<file path="config.mk">
export PLATFORM = sky130hd
export DESIGN_NAME = indexed_move_and_push_exec
export DESIGN_NICKNAME = d
export VERILOG_FILES = /design/src/hw/ext_exec_pkg.sv /design/src/hw/indexed_addr_unit.sv /design/src/hw/indexed_move_and_push_exec.sv
export SDC_FILE = /design/constraint.sdc
export NUM_CORES = 1
export LEC_CHECK = 0
export BUFFER_PORTS_ARGS = -buffer_cell sky130_fd_sc_hd__buf_2
export CAP_MARGIN = 30
export CORE_ASPECT_RATIO = 2
export CORE_MARGIN = 5
export CORE_UTILIZATION = 48
export DETAILED_ROUTE_END_ITERATION = 6
export GPL_ROUTABILITY_DRIVEN = 0
export PLACE_DENSITY = 0.76
export SYNTH_ARGS = -nofsm -noshare
export SYNTH_HDL_FRONTEND = slang
export SYNTH_SLANG_ARGS = --single-unit
</file>
<file path="constraint.sdc">
create_clock -name clk_i -period 2.9 [get_ports clk_i]
set_clock_uncertainty 0.2 [all_clocks]
set_input_delay 0.87 -clock clk_i [delete_from_list [all_inputs] [get_ports clk_i]]
set_output_delay 0.87 -clock clk_i [all_outputs]
set_load 0.1 [all_outputs]
</file>
<file path="src/hw/ext_exec_pkg.sv">
// Constants and types shared by the extended move and push execution logic
package ext_exec_pkg;

	// ----------------------------------------
	// Widths
	// ----------------------------------------
	localparam int ADDR_W = 12;
	localparam int DATA_W = 8;
	localparam int OFS_W = 7;
	localparam int WORD_W = 16;

	// ----------------------------------------
	// Opcode fields
	// ----------------------------------------
	localparam logic [8:0] MOVE_W1_OPC = 9'h1d7;
	localparam logic [3:0] MOVE_W2_OPC = 4'hf;
	localparam logic [7:0] PUSH_OPC = 8'hfa;
	localparam int MOVE_W1_OPC_LSB = 7;
	localparam int MOVE_W2_OPC_LSB = 12;
	localparam int PUSH_OPC_LSB = 8;

	// ----------------------------------------
	// Special data memory locations (arbitrary placement)
	// ----------------------------------------
	localparam logic [ADDR_W-1:0] PC_LOW_ADDR = 12'hf00;
	localparam logic [ADDR_W-1:0] RET_TOP_LOW_ADDR = 12'hf01;
	localparam logic [ADDR_W-1:0] RET_TOP_HIGH_ADDR = 12'hf02;
	localparam logic [ADDR_W-1:0] RET_TOP_UPPER_ADDR = 12'hf03;
	localparam logic [ADDR_W-1:0] INDIRECT_BASE_ADDR = 12'hf10;
	localparam logic [ADDR_W-1:0] INDIRECT_LAST_ADDR = 12'hf1e;

	// ----------------------------------------
	// Reset values and phases
	// ----------------------------------------
	localparam logic [ADDR_W-1:0] FP_RESET = 12'h000;
	localparam logic [DATA_W-1:0] DATA_RESET = 8'h00;
	localparam logic [DATA_W-1:0] INDIRECT_READ_VALUE = 8'h00;
	localparam logic [ADDR_W-1:0] FP_STEP = 12'h001;

	typedef enum logic [1:0] {
		PH_Q1 = 2'b00,
		PH_Q2 = 2'b01,
		PH_Q3 = 2'b10,
		PH_Q4 = 2'b11
	} phase_t;

	typedef enum logic [1:0] {
		ST_IDLE = 2'b00,
		ST_MOVE_SRC = 2'b01,
		ST_MOVE_DST = 2'b10,
		ST_PUSH = 2'b11
	} exec_state_t;

endpackage

</file>
<file path="src/hw/indexed_addr_unit.sv">
// Frame pointer plus offset adder with special register classification
`timescale 1ns/1ps
`default_nettype none

module indexed_addr_unit
	import ext_exec_pkg::*;
(
	input wire logic [ADDR_W-1:0] frame_pointer_i,
	input wire logic [OFS_W-1:0] offset_i,
	output logic [ADDR_W-1:0] addr_o,
	output logic indirect_o,
	output logic protected_o
);

	// Full 12-bit reach, wraps past FFFh
	assign addr_o = ADDR_W'(frame_pointer_i + {{(ADDR_W-OFS_W){1'b0}}, offset_i});

	assign indirect_o = (addr_o >= INDIRECT_BASE_ADDR) && (addr_o <= INDIRECT_LAST_ADDR);

	assign protected_o = (addr_o == PC_LOW_ADDR) || (addr_o == RET_TOP_LOW_ADDR) ||
		(addr_o == RET_TOP_HIGH_ADDR) || (addr_o == RET_TOP_UPPER_ADDR);

endmodule

`default_nettype wire

</file>
<file path="src/hw/indexed_move_and_push_exec.sv">
// Execution of the indexed-to-indexed move and the literal stack push
//
// Behaviour
// - Source and destination addresses are frame pointer plus a 7-bit unsigned offset.
// - Computed addresses may reach any byte of the 000h..FFFh data space.
// - The move never writes the program counter low byte or the three return stack top bytes.
// - A source address on an indirect-addressing register reads as zero.
// - A destination address on an indirect-addressing register makes the move a no-op.
// - The move is word one 1110 1011 1 + source offset, word two 1111 xxxx x + dest offset.
// - Move cycle one decodes in Q1, forms the source address in Q2-Q3, reads in Q4.
// - Move cycle two decodes in Q1, forms the dest address in Q2-Q3, writes in Q4.
// - The push writes its 8-bit literal at the frame pointer address.
// - After the store the push decrements the frame pointer by one.
// - The push is the single word with upper byte 1111 1010 and the literal below.
// - Neither instruction changes any arithmetic status flag.
// - Both start only while the extended instruction set is enabled; move word two is decoded without that check.
`timescale 1ns/1ps
`default_nettype none

module indexed_move_and_push_exec
	import ext_exec_pkg::*;
(
	input wire logic clk_i,
	input wire logic rst_i,
	input wire logic ext_enable_i,
	input wire logic instr_valid_i,
	input wire logic [WORD_W-1:0] instr_word_i,
	input wire logic fp_load_i,
	input wire logic [ADDR_W-1:0] fp_load_value_i,
	input wire logic [DATA_W-1:0] mem_rdata_i,
	output logic [1:0] phase_o,
	output logic [ADDR_W-1:0] mem_addr_o,
	output logic mem_rd_o,
	output logic mem_wr_o,
	output logic [DATA_W-1:0] mem_wdata_o,
	output logic [ADDR_W-1:0] frame_pointer_o,
	output logic expect_second_word_o,
	output logic instr_done_o,
	output logic status_write_o
);

	// ----------------------------------------
	// Decoding helpers
	// ----------------------------------------
	function automatic logic is_move_first(input logic [WORD_W-1:0] w);
		is_move_first = (w[WORD_W-1:MOVE_W1_OPC_LSB] == MOVE_W1_OPC);
	endfunction

	function automatic logic is_move_second(input logic [WORD_W-1:0] w);
		is_move_second = (w[WORD_W-1:MOVE_W2_OPC_LSB] == MOVE_W2_OPC);
	endfunction

	function automatic logic is_push(input logic [WORD_W-1:0] w);
		is_push = (w[WORD_W-1:PUSH_OPC_LSB] == PUSH_OPC);
	endfunction

	// ----------------------------------------
	// State
	// ----------------------------------------
	phase_t phase;
	exec_state_t state;
	logic [ADDR_W-1:0] frame_pointer;
	logic [OFS_W-1:0] offset;
	logic [DATA_W-1:0] literal;
	logic [DATA_W-1:0] move_data;
	logic suppress;
	logic [ADDR_W-1:0] calc_addr;
	logic calc_indirect;
	logic calc_protected;
	logic decode_now;

	assign decode_now = (phase == PH_Q1) && instr_valid_i;

	indexed_addr_unit u_addr (
		.frame_pointer_i(frame_pointer),
		.offset_i(offset),
		.addr_o(calc_addr),
		.indirect_o(calc_indirect),
		.protected_o(calc_protected)
	);

	// ----------------------------------------
	// Phase counter: four clocks per instruction cycle
	// ----------------------------------------
	// Free-running: the core never stalls, so every instruction cycle is four clocks
	// and the first clock after reset is always Q1.
	always_ff @(posedge clk_i or posedge rst_i) begin
		if (rst_i) begin
			phase <= PH_Q1;
		end else begin
			phase <= phase_t'(phase + 2'b01);
		end
	end

	// ----------------------------------------
	// Decode in Q1
	// ----------------------------------------
	always_ff @(posedge clk_i or posedge rst_i) begin
		if (rst_i) begin
			state <= ST_IDLE;
		end else if (phase == PH_Q1) begin
			// Every Q1 starts from idle: a move whose second word is missing or malformed
			// is dropped whole rather than writing through a stale offset.
			state <= ST_IDLE;
			if (state == ST_MOVE_SRC) begin
				// Second word decoded in cycle two
				// No extension gate here: word two only follows a first word that passed it
				if (instr_valid_i && is_move_second(instr_word_i)) begin
					state <= ST_MOVE_DST;
				end
			end else if (decode_now && ext_enable_i) begin
				if (is_move_first(instr_word_i)) begin
					state <= ST_MOVE_SRC;
				end else if (is_push(instr_word_i)) begin
					state <= ST_PUSH;
				end
			end
		end
	end

	// Offset field latched with the word that carries it
	// Latched even when nothing decodes; it is only read once a move is under way
	always_ff @(posedge clk_i or posedge rst_i) begin
		if (rst_i) begin
			offset <= '0;
		end else if (decode_now) begin
			offset <= instr_word_i[OFS_W-1:0];
		end
	end

	// ----------------------------------------
	// Literal fetch, Q1
	// ----------------------------------------
	// Literal taken at the end of Q1, together with the decode
	always_ff @(posedge clk_i or posedge rst_i) begin
		if (rst_i) begin
			literal <= DATA_RESET;
		end else if (decode_now) begin
			literal <= instr_word_i[DATA_W-1:0];
		end
	end

	// ----------------------------------------
	// Address formation, Q2 and Q3
	// ----------------------------------------
	// The adder output is classified here and the verdict kept in a flop, so the
	// Q4 capture never depends on an address the frame pointer may move under.
	// Source or destination address classified at end of Q3
	always_ff @(posedge clk_i or posedge rst_i) begin
		if (rst_i) begin
			suppress <= 1'b0;
		end else if (phase == PH_Q3) begin
			unique case (state)
				ST_MOVE_SRC: begin
					suppress <= calc_indirect;
				end
				ST_MOVE_DST: begin
					suppress <= calc_indirect || calc_protected;
				end
				ST_PUSH: begin
					suppress <= 1'b0;
				end
				ST_IDLE: begin
					suppress <= 1'b0;
				end
			endcase
		end
	end

	// ----------------------------------------
	// Memory strobes, active through Q4
	// ----------------------------------------
	// Set at the Q3 edge so each strobe stands for exactly the Q4 clock
	always_ff @(posedge clk_i or posedge rst_i) begin
		if (rst_i) begin
			mem_addr_o <= '0;
			mem_rd_o <= 1'b0;
			mem_wr_o <= 1'b0;
			mem_wdata_o <= DATA_RESET;
		end else if (phase == PH_Q3) begin
			mem_rd_o <= 1'b0;
			mem_wr_o <= 1'b0;
			unique case (state)
				ST_MOVE_SRC: begin
					mem_addr_o <= calc_addr;
					mem_rd_o <= !calc_indirect;
				end
				ST_MOVE_DST: begin
					mem_addr_o <= calc_addr;
					mem_wdata_o <= move_data;
					mem_wr_o <= !(calc_indirect || calc_protected);
				end
				ST_PUSH: begin
					mem_addr_o <= frame_pointer;
					mem_wdata_o <= literal;
					mem_wr_o <= 1'b1;
				end
				ST_IDLE: begin
					// Address held so the bus does not toggle without a strobe
					mem_addr_o <= mem_addr_o;
				end
			endcase
		end else if (phase == PH_Q4) begin
			mem_rd_o <= 1'b0;
			mem_wr_o <= 1'b0;
		end
	end

	// ----------------------------------------
	// Source data capture at the end of Q4
	// ----------------------------------------
	// Read data outside Q4 may be junk; only this edge looks at it
	always_ff @(posedge clk_i or posedge rst_i) begin
		if (rst_i) begin
			move_data <= DATA_RESET;
		end else if ((phase == PH_Q4) && (state == ST_MOVE_SRC)) begin
			move_data <= suppress ? INDIRECT_READ_VALUE : mem_rdata_i;
		end
	end

	// ----------------------------------------
	// Frame pointer
	// ----------------------------------------
	// Software load loses to a push in the same Q4 so the stack stays consistent.
	always_ff @(posedge clk_i or posedge rst_i) begin
		if (rst_i) begin
			frame_pointer <= FP_RESET;
		end else if ((phase == PH_Q4) && (state == ST_PUSH)) begin
			frame_pointer <= frame_pointer - FP_STEP;
		end else if (fp_load_i) begin
			frame_pointer <= fp_load_value_i;
		end
	end

	// Output copy follows the same rule so the port comes straight from a flop
	always_ff @(posedge clk_i or posedge rst_i) begin
		if (rst_i) begin
			frame_pointer_o <= FP_RESET;
		end else if ((phase == PH_Q4) && (state == ST_PUSH)) begin
			frame_pointer_o <= frame_pointer - FP_STEP;
		end else if (fp_load_i) begin
			frame_pointer_o <= fp_load_value_i;
		end
	end

	// ----------------------------------------
	// Handshake and status outputs
	// ----------------------------------------
	// Twin of the phase counter, kept separate so the port is registered
	always_ff @(posedge clk_i or posedge rst_i) begin
		if (rst_i) begin
			phase_o <= PH_Q1;
		end else begin
			phase_o <= phase_t'(phase + 2'b01);
		end
	end

	// High through the whole of the cycle in which word two must be offered
	always_ff @(posedge clk_i or posedge rst_i) begin
		if (rst_i) begin
			expect_second_word_o <= 1'b0;
		end else if (phase == PH_Q4) begin
			expect_second_word_o <= (state == ST_MOVE_SRC);
		end
	end

	// One-clock pulse after the last Q4 of an instruction, suppressed moves included
	always_ff @(posedge clk_i or posedge rst_i) begin
		if (rst_i) begin
			instr_done_o <= 1'b0;
		end else begin
			instr_done_o <= (phase == PH_Q4) &&
				((state == ST_PUSH) || (state == ST_MOVE_DST));
		end
	end

	// Kept as a port so the flag logic of the core can rely on never being written here
	// Flags never written
	always_ff @(posedge clk_i or posedge rst_i) begin
		if (rst_i) begin
			status_write_o <= 1'b0;
		end else begin
			status_write_o <= 1'b0;
		end
	end

endmodule

`default_nettype wire

</file>
==> impl_metrics.env, run 1 <==
export IMPL_drive_gt1_share_pct=32.5
export IMPL_synth_compound_area_share_pct=17.0
export IMPL_layout_nets=482
export IMPL_rows=41
export IMPL_rsz0062_at_grt="true"
export IMPL_startpoint_type="register"
export IMPL_rr_worst_depth=10
export IMPL_gr_total_overflow=0
export IMPL_grt_pass1_vias=2959
export IMPL_layoutNonFillerInstCount=520
export IMPL_clockRootBuffer="clkbuf_16"
export IMPL_layout_commonest_cell="buf_2"
export IMPL_yosysWarningCount=0
export IMPL_syn_avg_cell_area_sq_um=9.25
export IMPL_grt_max_degree=38
export IMPL_synth_seq_cells=57
export IMPL_crit_start="offset[0]$_DFFE_PP0P_"
export IMPL_start_util_pct=48.9
export IMPL_synth_seq_area_share_pct=46.2
export IMPL_clk_pin_slew_worst_paths_ps=50
export IMPL_dp_slack_ps=-4.95
export IMPL_r2r_end="mem_rd_o$_DFFE_PP0P_"
export IMPL_synth_edf_count=0
export IMPL_placed_cell_area_sq_mm=0.00369
export IMPL_final_cell_mix="78 x buf_2, 61 x nand2_1, 50 x dfrtp_1, 44 x o21ai_0, 19 x buf_4"
export IMPL_totalWireLength_um=8610
export IMPL_worstPathMaxFanout=4
export IMPL_worstMarginPinSlew_ps=516
export IMPL_fin_crit_ps=2920
export IMPL_hpwl_um=6510
export IMPL_maxSlewViolCount=0
export IMPL_ys_types=46
export IMPL_synth_largest_area_cell="dfrtp_1"
export IMPL_hold_path_class="register to register"
export IMPL_fmax_ghz=0.342
export IMPL_crit_end="mem_rd_o$_DFFE_PP0P_"
export IMPL_regToRegStartpoint="offset[0]$_DFFE_PP0P_"
export IMPL_outcome="finished with violations"
export IMPL_dp_cells=500
export IMPL_diodes=0
export IMPL_cts_tree="done"
export IMPL_relSlewSlack_pct=65.5
export IMPL_synth_top_area_share_pct=46.2
export IMPL_yosys_area_share_simple_pct=17.8
export IMPL_maxCapViolations=0
export IMPL_period_share_pct=101
export IMPL_antenna_left=0
export IMPL_failed_checks="negative setup slack"
export IMPL_wl_per_cell_um=16.6
export IMPL_netlist_area_sq_mm=0.00309
export IMPL_pwr_density_cell_mw_per_mm2=603
export IMPL_yosys_top_cells_area="dfrtp_1 46%, o21ai_0 7.5%, nand2_1 7.4%"
export IMPL_cts_hold_fix_buffers=0
export IMPL_synth_xor_area_share_pct=2.84
export IMPL_p_leak_nw=1.97
export IMPL_end_kind="register"
export IMPL_cp_arrival_ps=2920
export IMPL_vias=2838
export IMPL_hold_violations=0
export IMPL_power_w=0.00242
export IMPL_dr_pass1_iters=4
export IMPL_worstSetupPathType="register to register"
export IMPL_final_setup_viol_count=3
export IMPL_synth_top_family_by_area="simple AND/OR/NAND/NOR gates"
export IMPL_clock_latency_ps=330
export IMPL_crit_required_ps=2900
export IMPL_fin_area_sq_mm=0.00402
export IMPL_antenna_found_initial=0
export IMPL_grt_usage_pct=22.6
export IMPL_setup_slack_ps=-20.0
export IMPL_cts_sinks=57
export IMPL_grt_pass1_wl_um=13800
export IMPL_cts_max_level=3
export IMPL_numCtsBuffers=9
export IMPL_clock_path_buffers=2
export IMPL_ys_flop_type="dfrtp_1"
export IMPL_die_height_um=123
export IMPL_vdd_ir_drop_max_v=0.000498
export IMPL_io_pins=80
export IMPL_core_area_sq_mm=0.00631
export IMPL_syn_num_nets=387
export IMPL_muxShareOfSynthArea_pct=6.81
export IMPL_netlist_instances=334
export IMPL_drc=0
export IMPL_area_growth_pct=30.1
export IMPL_dieArea_sq_mm=0.00823
export IMPL_synthArstFlopShare_pct=100
export IMPL_synth_adder_area_share_pct=5.11
export IMPL_die_w_um=66.7
export IMPL_rrSetupSlack_ps=-20
export IMPL_drt_initial_drc_count=125
export IMPL_io_buffers=78
export IMPL_viasPerCell=5.46
final cells by class:
type | count | area (sq um)
fillers | 568 | 2290
multi-input cells | 246 | 1580
flip-flops and latches | 57 | 1440
repair buffers | 98 | 553
clock buffers | 13 | 260
well taps | 86 | 108
inverters | 17 | 66.3
clock inverters | 3 | 15.0
flip-flops by register name, indices dropped and copies added (netlist names):
register,count
mem_addr_o,12
offset,6
phase_o,2
mem_wdata_o,8
state,2
mem_rd_o,1
frame_pointer_o,12
expect_second_word_o,1
suppress,1
instr_done_o,1
mem_wr_o,1
literal,2
move_data,8
report_power, final:
group	switching, W	internal [W]
clock network	0.000348	0.000619
logic	0.000391	0.000199
registers	0.0000327	0.000832
total	0.000772	0.00165
how the worst min path moves through the flow:
| stage | startpoint | end | cells past startpoint | slack [ps] |
|---|---|---|---|---|
| 3_3_place_gp | mem_addr_o[9]$_DFFE_PP0P_ | mem_addr_o[9]$_DFFE_PP0P_ | 2 | 260 |
| 4_1_cts | mem_addr_o[7]$_DFFE_PP0P_ | mem_addr_o[7]$_DFFE_PP0P_ | 2 | 280 |
| 3_5_place_dp | mem_addr_o[9]$_DFFE_PP0P_ | mem_addr_o[9]$_DFFE_PP0P_ | 2 | 270 |
| 5_1_grt | mem_addr_o[8]$_DFFE_PP0P_ | mem_addr_o[8]$_DFFE_PP0P_ | 2 | 300 |
| 6_report | mem_addr_o[7]$_DFFE_PP0P_ | mem_addr_o[7]$_DFFE_PP0P_ | 2 | 270 |
| 2_1_floorplan | move_data[0]$_DFFE_PP0P_ | move_data[0]$_DFFE_PP0P_ | 2 | 250 |
timing repair:
action / in CTS / in global routing
setup endpoints to repair: 2 / 3
resized for setup: 2 / 2
buffers inserted: 0 / 5
pin swaps: 1 / 9
metal layers:
| layer | up-vias | share of wire (%) | GRT usage, % |
|---|---|---|---|
| met5 | - | 0 | 0 |
| met4 | 0 | 6.8 | 17.7 |
| li1 | 1359 | - | - |
| met3 | 44 | 5.5 | 5.82 |
| met1 | 1332 | 34 | 21.8 |
| met2 | 103 | 54 | 39.4 |
synthesized netlist by cell type, types with 3 or more instances:
master    number
nand2_1       61
dfrtp_1       57
o21ai_0       46
nor2_1        18
inv_1         16
a21oi_1       12
mux2i_1       12
ha_1          11
clkbuf_1      10
nand3_1       10
mux2_2         8
nor3_1         7
xor2_1         7
a221o_1        5
and2_1         4
o211ai_1       4
o21a_1         3
o32ai_1        3
or4_1          3
xnor2_1        3
worst max-delay path, stage by stage (launching register included):
cell and delay [ps]:
dfrtp_1 410, ha_4 190, inv_4 50, fa_2 230, nor2b_4 50, o31a_1 310, o31a_1 340, or2_1 270
or4_4 440, a31oi_4 190, a31oi_1 110
kinds of logic (layout without fill, tap and decap cells):
group                      Yosys count  in the layout
adders and majority gates           12             12
DFF                                 57             57
and+or+nand+nor                    118            118
xor gates and xnor gates            10             10
buffers and inverters               31            131
muxes                               20             20
other                                1              1
AOI/OAI and AO/OA                   85             85
metrics by stage:
step / hold slack, ps / TNS (ps) / utilization (%)
4_1_cts: 277 / 0 / 63.1
2_1_floorplan: 249 / -357 / -
3_5_place_dp: 266 / -4.95 / 58.5
3_3_place_gp: 257 / 0 / 58.5
5_1_grt: 300 / -249 / 63.7
6_report: 272 / -35.6 / 63.7
No activity file was read; power rests on OpenSTA's default activity.
==> run 2, diff against run 1 <==
==> constraint.sdc (replaced) <==
create_clock -name clk_i -period 2.9 [get_ports clk_i]
set_clock_uncertainty 0.2 [all_clocks]
set_input_delay 0.145 -clock clk_i [delete_from_list [all_inputs] [get_ports clk_i]]
set_output_delay 0.145 -clock clk_i [all_outputs]
set_load 0.1 [all_outputs]
==> run 2 against run 1 <==
The run now ends clean. Design area rose by 8.0%. Global-route usage rose by 0.26 points. Via count rose by 4.6%. Critical path depth did not move. Clock power rose by 4%. Power rose by 3.1%. Hold slack got worse by 270 ps. Highest routed layer unchanged.
==> impl_metrics.env, run 2 (synthesis results as in run 1) <==
export IMPL_outcome="finished clean"
export IMPL_p_switching_w=0.000780
export IMPL_worstPathMaxFanout=3
export IMPL_reg_largest_list="frame_pointer_o (12), mem_addr_o (12)"
export IMPL_p_leak_nw=2.11
export IMPL_clockRootBuffer="clkbuf_16"
export IMPL_clkPwrFrac_pct=40.6
export IMPL_final_setup_viol_count=0
export IMPL_clock_latency_ps=330
export IMPL_rsz0062_at_grt="true"
export IMPL_antenna_found_initial=0
export IMPL_setup_slack_ps=11.9
export IMPL_crit_chain="ha_4 -> inv_2 -> fa_2 -> nor2b_4 -> o31a_1 -> o31a_1 -> or2_1 -> or4_4 -> a31oi_4 -> a31oi_1"
export IMPL_rr_worst_depth=10
export IMPL_grt_max_degree=40
export IMPL_die_w_um=66.7
export IMPL_cts_tree="done"
export IMPL_drc=0
export IMPL_pwr_share_comb_pct=24.9
export IMPL_period_share_pct=99.6
export IMPL_grt_pass1_wl_um=13900
export IMPL_startpoint_type="register"
export IMPL_end_kind="register"
export IMPL_io_pins=80
export IMPL_cts_max_level=3
export IMPL_p_seq_share_pct=34.6
export IMPL_worstMarginPinSlew_ps=824
export IMPL_fin_tns_setup_ps=0
export IMPL_clock_path_buffers=2
export IMPL_io_buffers=78
export IMPL_dr_pass1_iters=5
export IMPL_layout_commonest_cell="buf_2"
export IMPL_hpwl_um=6480
export IMPL_totalWireLength_um=8760
export IMPL_rrSetupSlack_ps=10
export IMPL_cp_arrival_ps=2880
export IMPL_fin_crit_ps=2890
export IMPL_grt_usage_pct=22.9
export IMPL_dieArea_sq_mm=0.00823
export IMPL_pwr_density_cell_mw_per_mm2=576
export IMPL_clk_pin_slew_worst_paths_ps=60
export IMPL_numCtsBuffers=9
export IMPL_hold_path_class="input port to register"
export IMPL_wl_per_cell_um=15.8
export IMPL_met2_usage_pct=40.7
export IMPL_drive_gt1_share_pct=30.1
export IMPL_core_area_sq_mm=0.00631
export IMPL_met1_usage_pct=22.5
export IMPL_drt_initial_drc_count=206
export IMPL_grt_pass1_vias=2995
export IMPL_start_util_pct=48.9
export IMPL_antenna_left=0
export IMPL_die_height_um=123
export IMPL_diodes=0
export IMPL_r2r_end="mem_rd_o$_DFFE_PP0P_"
export IMPL_busiest_layer="met2"
export IMPL_cpPeakStageDelay_ps=440
export IMPL_area_growth_pct=40.5
export IMPL_layout_nets=516
export IMPL_maxCapViolations=0
export IMPL_hold_violations=0
export IMPL_met3_usage_pct=5.09
export IMPL_rows=41
export IMPL_viasPerCell=5.36
export IMPL_dp_slack_ps=59.2
export IMPL_crit_end="mem_rd_o$_DFFE_PP0P_"
export IMPL_relSlewSlack_pct=45.0
export IMPL_netSwitchingFraction_pct=31.2
export IMPL_post_route_util_pct=68.8
export IMPL_worstSetupPathType="register to register"
export IMPL_internal_power_w=0.00172
export IMPL_critical_path_most_common_cell="o31a_1"
export IMPL_maxSlewViolCount=0
export IMPL_cts_sinks=57
export IMPL_crit_start="frame_pointer_o[0]$_DFFE_PP0P_"
export IMPL_gr_total_overflow=0
export IMPL_fmax_ghz=0.346
export IMPL_cpMaxStageDelayCell="or4_4"
export IMPL_crit_required_ps=2890
export IMPL_final_cell_mix="78 x buf_2, 61 x nand2_1, 50 x dfrtp_1, 44 x o21ai_0, 32 x dlygate4sd3_1"
export IMPL_vdd_ir_drop_max_v=0.000425
export IMPL_regToRegStartpoint="frame_pointer_o[0]$_DFFE_PP0P_"
export IMPL_vias=2969
## run 2: changes by cell type in the layout (fill, tap and decap cells not counted), sizes merged
cell and change:
clkbuf -1, dlygate4sd3 +32, bufinv +1, buf +2
## run 2: critical path, delay by kind of cell (launching register included)
kind / cells / cell delay (ps)
simple gates: 3 / 740
flops: 1 / 420
compound gates: 4 / 960
fa+ha+maj: 2 / 400
buf+inv: 1 / 50
## run 2: final cells by class
type / instances / area (sq um)
flip-flops and latches: 57 / 1440
clock inverters: 4 / 45.0
fillers: 510 / 1970
well taps: 86 / 108
inverters: 17 / 63.8
multi-input cells: 246 / 1580
clock buffers: 12 / 236
repair buffers: 132 / 876
## run 2: repair_timing
| item | CTS | global route |
|---|---|---|
| setup endpoints to repair | 0 | 3 |
| setup buffers | 0 | 5 |
| endpoints found under the hold margin | 66 | 0 |
| hold buffers | 32 | 0 |
| resized for setup | 0 | 2 |
## run 2: metrics by stage
stage / hold slack (ps) / cell area, sq um / instances / power, W
global placement: 145 / 3690 / 501 / 0.00143
global route: 34.7 / 4340 / 554 / 0.00259
CTS: 11.1 / 4290 / 549 / 0.00248
finish: 4.95 / 4340 / 554 / 0.00250
floorplan: 89.8 / 3120 / 334 / 0.00128
detailed placement: 149 / 3690 / 501 / 0.00144
## run 2: worst min-delay path by stage
stage	startpoint	end	slack (ps)	depth (start not counted)
2_1_floorplan	mem_rdata_i[0]	move_data[0]$_DFFE_PP0P_	90	2
3_3_place_gp	rst_i	literal[6]$_DFFE_PP0P_	140	2
3_5_place_dp	rst_i	offset[5]$_DFFE_PP0P_	150	2
4_1_cts	fp_load_value_i[1]	frame_pointer_o[1]$_DFFE_PP0P_	10	4
5_1_grt	fp_load_value_i[1]	frame_pointer_o[1]$_DFFE_PP0P_	30	4
6_report	fp_load_value_i[10]	frame_pointer_o[10]$_DFFE_PP0P_	5	4
## run 2: power by group through the flow
stage | sequential, W | combinational (W) | clock [W]
3_3_place_gp | 0.000875 | 0.000554 | 0
2_1_floorplan | 0.00103 | 0.000255 | 0
5_1_grt | 0.000866 | 0.000670 | 0.00106
6_report | 0.000864 | 0.000621 | 0.00101
4_1_cts | 0.000864 | 0.000599 | 0.00102
3_5_place_dp | 0.000877 | 0.000565 | 0
## run 2: routing by layer
layer  wire (um)  vias to the layer above
met2        4770                      109
met3         389                       36
met5           0                        -
li1            -                     1429
met1        3070                     1395
met4         536                        0
